===== config.mk =====
export PLATFORM = sky130hd
export DESIGN_NAME = anps_partner_status
export DESIGN_NICKNAME = d
export VERILOG_FILES = /design/src/core/anps_pkg.sv /design/src/core/anps_evt_if.sv /design/src/core/anps_partner_status.sv /design/src/core/anps_latch.sv
export SDC_FILE = /design/constraint.sdc
export NUM_CORES = 1
export LEC_CHECK = 0
export ABC_AREA = 1
export BUFFER_PORTS_ARGS = -buffer_cell sky130_fd_sc_hd__buf_2
export CAP_MARGIN = 30
export CORE_MARGIN = 10
export CORE_UTILIZATION = 40
export DETAILED_ROUTE_END_ITERATION = 10
export GPL_TIMING_DRIVEN = 0
export PLACE_DENSITY = 0.79
export SYNTH_ARGS = -nofsm -noshare
export SYNTH_HDL_FRONTEND = slang
export SYNTH_HIERARCHICAL = 1
export SYNTH_SLANG_ARGS = --single-unit
export TNS_END_PERCENT = 30

===== constraint.sdc =====
create_clock -name aclk -period 1.3 [get_ports aclk]
set_clock_uncertainty 0.05 [all_clocks]
set_input_delay 0.26 -clock aclk [delete_from_list [all_inputs] [get_ports aclk]]
set_output_delay 0.26 -clock aclk [all_outputs]
set_load 0.02 [all_outputs]

===== src/core/anps_pkg.sv =====
package anps_pkg;
    // register indices as printed; byte address is four times the index
    localparam logic [7:0] IDX_PARTNER_ABILITY = 8'h05;
    localparam logic [7:0] IDX_EXPANSION = 8'h06;
    localparam logic [7:0] IDX_IRQ_STATUS = 8'h10;
    localparam logic [7:0] IDX_IRQ_MASK = 8'h11;
    localparam logic [7:0] IDX_LOCAL_CTRL = 8'h12;
    localparam int ADDR_LSB = 2;
    localparam int ADDR_W = 8;

    // reset values
    localparam logic [15:0] ABILITY_RESET = 16'h0000;
    localparam logic [15:0] EXPANSION_RESET = 16'h0004;
    localparam logic [1:0] IRQ_MASK_RESET = 2'h0;
    localparam logic LOCAL_NP_RESET = 1'b1;

    // partner ability field positions
    localparam int NEXT_PAGE_BIT = 15;
    localparam int ACK_BIT = 14;
    localparam int REMOTE_FAULT_BIT = 13;
    localparam int TECH_HI = 12;
    localparam int TECH_LO = 5;
    localparam int SEL_HI = 4;
    localparam int SEL_LO = 0;
    localparam logic [7:0] TECH_RESERVED_MASK = 8'h40;
    localparam logic [4:0] ETHERNET_SELECTOR_VALUE = 5'h01;

    // expansion field positions
    localparam int PDF_BIT = 4;
    localparam int PARTNER_NP_BIT = 3;
    localparam int LOCAL_NP_BIT = 2;
    localparam int PAGE_RX_BIT = 1;
    localparam int PARTNER_AN_BIT = 0;

    // interrupt status / mask layout
    localparam int IRQ_PDF = 0;
    localparam int IRQ_PAGE = 1;
    localparam int IRQ_W = 2;

    // AXI responses
    localparam logic [1:0] RESP_OKAY = 2'h0;
    localparam logic [1:0] RESP_SLVERR = 2'h2;
endpackage


===== src/core/anps_evt_if.sv =====
// latched event flags shared between the register core and the latch module
interface anps_evt_if;
    logic pdf_set;
    logic page_set;
    logic clear_rd;
    logic pdf_flag;
    logic page_flag;
    modport core (output pdf_set, output page_set, output clear_rd,
                  input pdf_flag, input page_flag);
    modport latch (input pdf_set, input page_set, input clear_rd,
                   output pdf_flag, output page_flag);
endinterface


===== src/core/anps_partner_status.sv =====
// How it works
// - partner ability register is read-only; writes never change it
// - ability register loads received base word; zero at reset
// - bit 15 shows partner next-page request
// - bit 14 shows partner acknowledge bit
// - bit 13 shows partner remote fault
// - bits 12:5 hold partner technology abilities as received, except reserved bit 11, which is cleared
// - reserved ability code reads zero; partner must not send it
// - bits 4:0 hold partner selector, expected to match local one
// - expansion bit 4 latches parallel-detect fault until read
// - expansion bit 1 latches page received until read
// - expansion bit 3 shows partner next-page capability
// - expansion bit 2 shows local next-page capability, one at reset
// - expansion bit 0 shows partner auto-negotiation capability
module anps_partner_status
    import anps_pkg::*;
(
    // clock and reset
    input wire logic aclk,
    input wire logic aresetn,
    // axi4-lite write address
    input wire logic [31:0] s_axi_awaddr,
    input wire logic s_axi_awvalid,
    output logic s_axi_awready,
    // axi4-lite write data
    input wire logic [31:0] s_axi_wdata,
    input wire logic [3:0] s_axi_wstrb,
    input wire logic s_axi_wvalid,
    output logic s_axi_wready,
    // axi4-lite write response
    output logic [1:0] s_axi_bresp,
    output logic s_axi_bvalid,
    input wire logic s_axi_bready,
    // axi4-lite read address
    input wire logic [31:0] s_axi_araddr,
    input wire logic s_axi_arvalid,
    output logic s_axi_arready,
    // axi4-lite read data
    output logic [31:0] s_axi_rdata,
    output logic [1:0] s_axi_rresp,
    output logic s_axi_rvalid,
    input wire logic s_axi_rready,
    // from the negotiation receive logic, same clock
    input wire logic [15:0] rx_base_word,
    input wire logic rx_base_valid,
    input wire logic parallel_detect_fault,
    input wire logic page_received,
    input wire logic partner_next_page_capable,
    input wire logic partner_autoneg_capable,
    // status to the negotiation logic
    output logic selector_mismatch,
    output logic local_next_page_capable,
    // interrupt
    output logic irq
);
    anps_evt_if evt ();

    anps_latch u_latch (
        .aclk(aclk),
        .aresetn(aresetn),
        .evt(evt)
    );

    function automatic logic [ADDR_W-1:0] reg_index(input logic [31:0] a);
        return a[ADDR_LSB +: ADDR_W];
    endfunction

    // sanitise the received word: the reserved ability code never shows
    function automatic logic [15:0] clean_word(input logic [15:0] w);
        logic [15:0] r;
        r = w;
        r[TECH_LO +: 8] = w[TECH_HI:TECH_LO] & ~TECH_RESERVED_MASK;
        return r;
    endfunction

    logic [15:0] ability_q, ability_d;
    logic [1:0] irq_st_q, irq_st_d;
    logic [1:0] irq_mask_q, irq_mask_d;
    logic local_np_q, local_np_d;
    logic aw_q, aw_d, w_q, w_d, bvalid_q, bvalid_d;
    logic [ADDR_W-1:0] awidx_q, awidx_d;
    logic [31:0] wdata_q, wdata_d;
    logic [1:0] bresp_q, bresp_d;
    logic rvalid_q, rvalid_d;
    logic [31:0] rdata_q, rdata_d;
    logic [1:0] rresp_q, rresp_d;
    logic [15:0] expansion;
    logic rd_take, wr_go;
    logic [ADDR_W-1:0] rdidx;

    // live expansion view built from latches and partner status
    always_comb begin
        expansion = '0;
        expansion[PDF_BIT] = evt.pdf_flag;
        expansion[PARTNER_NP_BIT] = partner_next_page_capable;
        expansion[LOCAL_NP_BIT] = local_np_q;
        expansion[PAGE_RX_BIT] = evt.page_flag;
        expansion[PARTNER_AN_BIT] = partner_autoneg_capable;
    end

    assign rd_take = s_axi_arvalid & ~rvalid_q;
    assign rdidx = reg_index(s_axi_araddr);
    assign wr_go = aw_q & w_q & ~bvalid_q;

    // event carrier: clear only on a taken expansion read
    assign evt.pdf_set = parallel_detect_fault;
    assign evt.page_set = page_received;
    assign evt.clear_rd = rd_take & (rdidx == IDX_EXPANSION);

    // ability word and control state
    always_comb begin
        ability_d = ability_q;
        irq_mask_d = irq_mask_q;
        local_np_d = local_np_q;
        irq_st_d = irq_st_q;
        if (rx_base_valid) begin
            ability_d = clean_word(rx_base_word);
        end
        // writes touch only mask and local control; ability is never a target
        // ability is read-only
        if (wr_go) begin
            if (awidx_q == IDX_IRQ_MASK) begin
                irq_mask_d = wdata_q[IRQ_W-1:0];
            end
            if (awidx_q == IDX_LOCAL_CTRL) begin
                local_np_d = wdata_q[0];
            end
        end
        // sticky interrupt status, read clears, new event wins
        if (rd_take && rdidx == IDX_IRQ_STATUS) begin
            irq_st_d = '0;
        end
        if (parallel_detect_fault) begin
            irq_st_d[IRQ_PDF] = 1'b1;
        end
        if (page_received) begin
            irq_st_d[IRQ_PAGE] = 1'b1;
        end
    end

    always_ff @(posedge aclk) begin
        if (!aresetn) begin
            ability_q <= ABILITY_RESET;
            irq_mask_q <= IRQ_MASK_RESET;
            local_np_q <= LOCAL_NP_RESET;
            irq_st_q <= '0;
        end else begin
            ability_q <= ability_d;
            irq_mask_q <= irq_mask_d;
            local_np_q <= local_np_d;
            irq_st_q <= irq_st_d;
        end
    end

    // write channel: address and data taken in either order
    always_comb begin
        aw_d = aw_q;
        w_d = w_q;
        awidx_d = awidx_q;
        wdata_d = wdata_q;
        bvalid_d = bvalid_q;
        bresp_d = bresp_q;
        if (s_axi_awvalid && !aw_q) begin
            aw_d = 1'b1;
            awidx_d = reg_index(s_axi_awaddr);
        end
        if (s_axi_wvalid && !w_q) begin
            w_d = 1'b1;
            wdata_d = s_axi_wdata;
        end
        if (wr_go) begin
            aw_d = 1'b0;
            w_d = 1'b0;
            bvalid_d = 1'b1;
            // read-only and status registers accept writes silently
            case (awidx_q)
                IDX_PARTNER_ABILITY, IDX_EXPANSION, IDX_IRQ_STATUS,
                IDX_IRQ_MASK, IDX_LOCAL_CTRL: bresp_d = RESP_OKAY;
                default: bresp_d = RESP_SLVERR;
            endcase
        end else if (bvalid_q && s_axi_bready) begin
            bvalid_d = 1'b0;
        end
    end

    always_ff @(posedge aclk) begin
        if (!aresetn) begin
            aw_q <= 1'b0;
            w_q <= 1'b0;
            awidx_q <= '0;
            wdata_q <= '0;
            bvalid_q <= 1'b0;
            bresp_q <= RESP_OKAY;
        end else begin
            aw_q <= aw_d;
            w_q <= w_d;
            awidx_q <= awidx_d;
            wdata_q <= wdata_d;
            bvalid_q <= bvalid_d;
            bresp_q <= bresp_d;
        end
    end

    // read channel: data snapshot taken with the address
    always_comb begin
        rvalid_d = rvalid_q;
        rdata_d = rdata_q;
        rresp_d = rresp_q;
        if (rd_take) begin
            rvalid_d = 1'b1;
            rdata_d = '0;
            rresp_d = RESP_OKAY;
            case (rdidx)
                IDX_PARTNER_ABILITY: rdata_d[15:0] = ability_q;
                IDX_EXPANSION: rdata_d[15:0] = expansion;
                IDX_IRQ_STATUS: rdata_d[IRQ_W-1:0] = irq_st_q;
                IDX_IRQ_MASK: rdata_d[IRQ_W-1:0] = irq_mask_q;
                IDX_LOCAL_CTRL: rdata_d[0] = local_np_q;
                default: rresp_d = RESP_SLVERR;
            endcase
        end else if (rvalid_q && s_axi_rready) begin
            rvalid_d = 1'b0;
        end
    end

    always_ff @(posedge aclk) begin
        if (!aresetn) begin
            rvalid_q <= 1'b0;
            rdata_q <= '0;
            rresp_q <= RESP_OKAY;
        end else begin
            rvalid_q <= rvalid_d;
            rdata_q <= rdata_d;
            rresp_q <= rresp_d;
        end
    end

    assign s_axi_awready = ~aw_q;
    assign s_axi_wready = ~w_q;
    assign s_axi_bvalid = bvalid_q;
    assign s_axi_bresp = bresp_q;
    assign s_axi_arready = ~rvalid_q;
    assign s_axi_rvalid = rvalid_q;
    assign s_axi_rdata = rdata_q;
    assign s_axi_rresp = rresp_q;

    assign selector_mismatch =
        ability_q[SEL_HI:SEL_LO] != ETHERNET_SELECTOR_VALUE;
    assign local_next_page_capable = local_np_q;
    assign irq = |(irq_st_q & irq_mask_q);

    ability_ro_a: assert property (@(posedge aclk) disable iff (!aresetn)
        !rx_base_valid |=> ability_q == $past(ability_q))
        else $error("ability changed without receive");
    ability_load_a: assert property (@(posedge aclk) disable iff (!aresetn)
        rx_base_valid |=> ability_q[15:13] == $past(rx_base_word[15:13])
        && ability_q[SEL_HI:SEL_LO] == $past(rx_base_word[SEL_HI:SEL_LO]))
        else $error("ability not loaded");
    reserved_zero_a: assert property (@(posedge aclk) disable iff (!aresetn)
        ability_q[TECH_LO+6] == 1'b0)
        else $error("reserved ability bit set");
    exp_read_a: assert property (@(posedge aclk) disable iff (!aresetn)
        (rd_take && rdidx == IDX_EXPANSION) |=>
        rdata_q[PARTNER_AN_BIT] == $past(partner_autoneg_capable)
        && rdata_q[15:5] == '0)
        else $error("expansion read wrong");
    irq_level_a: assert property (@(posedge aclk) disable iff (!aresetn)
        (irq_st_q[IRQ_PAGE] && irq_mask_q[IRQ_PAGE]) |-> irq)
        else $error("irq not raised");
endmodule


===== src/core/anps_latch.sv =====
module anps_latch
    import anps_pkg::*;
(
    // clock and reset
    input wire logic aclk,
    input wire logic aresetn,
    // event carrier
    anps_evt_if.latch evt
);
    logic pdf_q, pdf_d, page_q, page_d;

    // latch-high flags; an event in the read cycle wins over the clear
    always_comb begin
        pdf_d = evt.pdf_set | (pdf_q & ~evt.clear_rd);
        page_d = evt.page_set | (page_q & ~evt.clear_rd);
    end

    always_ff @(posedge aclk) begin
        if (!aresetn) begin
            pdf_q <= EXPANSION_RESET[PDF_BIT];
            page_q <= EXPANSION_RESET[PAGE_RX_BIT];
        end else begin
            pdf_q <= pdf_d;
            page_q <= page_d;
        end
    end

    assign evt.pdf_flag = pdf_q;
    assign evt.page_flag = page_q;

    set_wins_a: assert property (@(posedge aclk) disable iff (!aresetn)
        evt.pdf_set |=> pdf_q) else $error("fault event lost");
    read_clears_a: assert property (@(posedge aclk) disable iff (!aresetn)
        (evt.clear_rd && !evt.page_set) |=> !page_q)
        else $error("page flag not cleared on read");
    flag_holds_a: assert property (@(posedge aclk) disable iff (!aresetn)
        (pdf_q && !evt.clear_rd) |=> pdf_q)
        else $error("fault flag dropped without read");
endmodule


==> reports/qor.tcl <==
set qor(util_after_layout_pct) 54.0
set qor(dieArea_sq_mm) 0.00931
set qor(synth_fa_ha_area_share_pct) 0
set qor(post_synthesis_share_of_cell_area_spent_on_and_or_nand_and_nor_gates_pct) 24.7
set qor(unrepaired_setup_endpoints_after_global_routing) {true}
set qor(timing.critical_path.arrival_ns) 1.03
set qor(timing.critical_path.required_ns) 0.99
set qor(r2r-end) {local_next_page_capable$_SDFFE_PN1P_}
set qor(overflow_left_after_global_routing) 0
set qor(cts_max_level) 2
set qor(launch_point_of_the_worst_reg_to_reg_path) {awidx_q[1]$_SDFFE_PN0P_}
set qor(top_signal_layer_used) {met5}
set qor(cp-end-kind) {primary output}
set qor(cts_buffer_depth) 2
set qor(final_period_minus_worst_setup_slack_ns) 1.34
set qor(timing.reg2reg.setup_slack_ns) 0.09
set qor(num-nets-final) 545
set qor(finalHoldViolations) 0
set qor(clkSinkCount) 53
set qor(drtAntennaViolNets) 0
set qor(place.port_buffers) 69
set qor(power.leakage_nw) 1.48
set qor(ys_ff_latch) 53
set qor(grt_start_max_net_pins) 16
set qor(path_clk_slew_ns) 0.09
set qor(ys_types) 26
set qor(drv_cap) 0
set qor(initial_utilization_pct) 41.7
set qor(timing.setup.critical_path_class) {reg -> out}
set qor(violations_in_the_final_reports) {setup timing}
set qor(synth.yosys.warnings) 6
set qor(highest_clock_rate_mhz) 746
set qor(postCtsHoldBufs) 0
set qor(hpwl_mm) 5.13
set qor(worstHoldEndpoint) {wdata_q[1]$_SDFFE_PN0P_}
set qor(synth.avg_cell_area_sq_um) 7.32
set qor(gr-usage-all-layers_pct) 13.3
set qor(dieWidth_um) 96.5
set qor(grt_antenna_before_repair) 1
set qor(std_cell_rows) 27
set qor(pre_cts_slack_ns) -0.00283
set qor(remaining_drc_errors) 0
set qor(clock_latency_ns) 0.29
set qor(cts_tree) {done}
set qor(gp_congestion) 0.869
set qor(portion_of_the_clock_cycle_consumed_by_the_worst_path_in_the_final_layout_pct) 103
set qor(via_count_of_the_first_global_routing_pass) 2181
set qor(dominant_combinational_cell_family_by_area_after_synthesis) {simple AND/OR/NAND/NOR gates}
set qor(report.final.slew_viol_count) 0
set qor(largest_stage_delay_on_the_critical_path_ns) 0.34
set qor(hp-start) {s_axi_wdata[1]}
set qor(1st_iter_drt_viols) 125
set qor(totalNegativeSetupSlack_ns) -0.0454
set qor(cts_root_buf) {sky130_fd_sc_hd__clkbuf_8}
set qor(min_path_cells) 3
set qor(fraction_of_final_layout_cells_with_drive_strength_greater_than_1_pct) 30.6
set qor(detailed_route_wire_length_on_metal_1_mm) 2.69
set qor(via_per_inst) 4.56
set qor(synth_xor_area_share_pct) 0
set qor(peakVddDrop_uv) 520
set qor(cpLargestDelayFamily) {flip-flops}
set qor(global_route_wire_length_before_repair_mm) 10.1
set qor(synthesis.area_sq_mm) 0.00234
set qor(coreArea_sq_mm) 0.00561
set qor(antenna-diode-count) 0
set qor(io-pin-count) 172
set qor(routed_wirelength_mm) 6.38
set qor(outcome) {complete, but fails checks}
set qor(layout_setup_ws_ns) -0.0402
set qor(timing.hold.worst.class) {in -> reg}
set qor(p_per_area_mw_per_mm2) 1150
set qor(worstPathMaxFanout) 2
set qor(setup_viol) 2
set qor(critical-path-slowest-cell) {sky130_fd_sc_hd__dfxtp_2}
set qor(critical_path_buf_inv_count) 1
set qor(syn_to_final_growth_pct) 29.4
set qor(tightest_slew_ns) 0.506
set qor(detailedRoute.firstPassIterationCount) 4
set qor(via_count) 2232
set qor(worst_slew_margin_rel_pct) 66.2
set qor(critical_path.startpoint_type) {flop}
set qor(worst_r2r_path_depth) 5
set qor(crit_path_cell_trace) {nor3_2, nand2_1, buf_6}
set qor(die-height_um) 96.5
set qor(detailroute.wirelength.met2_mm) 2.95
set qor(synth.mux.area_fraction_pct) 0
set qor(syn_inst) 320
set qor(wl_met3_um) 632
set qor(ys_seq_area_share_pct) 45.3
set qor(routed_wire_length_per_instance_um) 13.0
set qor(synth-compound-area-share_pct) 16.1
set qor(cts_inserted_buffers) 5
-- power breakdown --
| group | internal [mW] | switching, mW |
|---|---|---|
| combinational | 0.215 | 0.346 |
| sequential | 1.73 | 0.0692 |
| clock | 0.628 | 0.501 |
-- layout make-up --
cell class	count	area [sq um]
Buffer	30	203
Clock buffer	7	86.3
Clock inverter	1	30.0
Fill cell	547	2580
Inverter	32	120
Multi-Input combinational cell	223	1050
Sequential cell	53	1070
Tap cell	72	90.1
Timing Repair Buffer	72	380
-- synth_stat cells, drive strengths merged --
master	count	share of area, %
buf	26	7.9
nor3	2	0.43
a31oi	3	0.80
nand2	43	7.4
clkbuf	4	0.64
o21a	1	0.32
o21ai	42	9.0
a22o	1	0.37
nand4	4	1.3
o211ai	1	0.32
a21oi	25	5.3
nor4	2	0.53
inv	32	5.1
nor2	66	12
nand3	14	3.0
conb	1	0.16
dfxtp	53	45
-- cell usage in the layout (no fill, tap or decap), types with 5 or more instances in the layout --
cell type	instances
sky130_fd_sc_hd__a21oi_1	25
sky130_fd_sc_hd__buf_2	70
sky130_fd_sc_hd__buf_4	23
sky130_fd_sc_hd__clkbuf_1	5
sky130_fd_sc_hd__clkbuf_8	6
sky130_fd_sc_hd__conb_1	19
sky130_fd_sc_hd__dfxtp_1	49
sky130_fd_sc_hd__inv_1	28
sky130_fd_sc_hd__nand2_1	38
sky130_fd_sc_hd__nand3_1	14
sky130_fd_sc_hd__nor2_1	58
sky130_fd_sc_hd__nor2_2	5
sky130_fd_sc_hd__o21ai_0	39
-- worst max path at each step --
stage | end | slack [ns] | depth (start not counted) | start
after global placement | s_axi_rdata[10]$_SDFFE_PN0P_ | 0.04 | 9 | s_axi_araddr[5]
after CTS | selector_mismatch | -0.06 | 3 | ability_q[4]$_SDFFE_PN0P_
final | selector_mismatch | -0.04 | 3 | ability_q[4]$_SDFFE_PN0P_
after global routing | selector_mismatch | -0.11 | 3 | ability_q[4]$_SDFFE_PN0P_
after floorplan | s_axi_rresp[1]$_SDFFE_PN0P_ | 0.03 | 7 | s_axi_rvalid$_SDFFE_PN0P_
after detailed placement | awidx_q[2]$_SDFFE_PN0P_ | -0.003 | 7 | s_axi_awvalid
-- per-layer routing --
metal	global-route usage, %	vias to the layer above
met3	3.78	11
li1	-	1184
met1	15.6	973
met2	22.9	62
met5	0	-
met4	4.12	2
-- per-stage QoR --
stage / hold WS [ns] / instances / area [sq um] / power (mW)
2_1_floorplan: 0.327 / 338 / 2410 / 2.18
6_report: 0.133 / 490 / 3030 / 3.49
4_1_cts: 0.133 / 488 / 2980 / 3.48
3_3_place_gp: 0.399 / 479 / 2840 / 2.35
3_5_place_dp: 0.406 / 479 / 2840 / 2.37
5_1_grt: 0.133 / 490 / 3030 / 3.65
-- worst reg2reg max path: cells and delay by family, from the launching register on --
kind                   cells  cell delay (ns)
AND/OR/NAND/NOR            4             0.58
buffers and inverters      1             0.10
flip-flops                 1             0.35
-- timing repair --
action                     4_1_cts  5_1_grt
setup endpoints to repair        2       15
gates resized for setup          5       11
pin swaps                        1        2
buffers inserted                 1        2
-- cell families (layout without fill, tap and decap cells) --
kind of cell    after synthesis  after routing
flops                        53             53
simple gates                131            131
buf+inv                      62            142
other cells                   1             19
compound gates               73             73
-- state kept, by name, summed over array words and instances, names as in the netlist --
register and count:
s_axi_rresp 1, u_latch/evt.page_flag 1, irq_mask_q 2, s_axi_bresp 1, u_latch/evt.pdf_flag 1, awidx_q 8, ability_q 15, s_axi_rdata 15
w_q 1, local_next_page_capable 1, s_axi_rvalid 1, wdata_q 2, irq_st_q 2, s_axi_bvalid 1, aw_q 1
No activity file was read; power rests on OpenSTA's default activity.
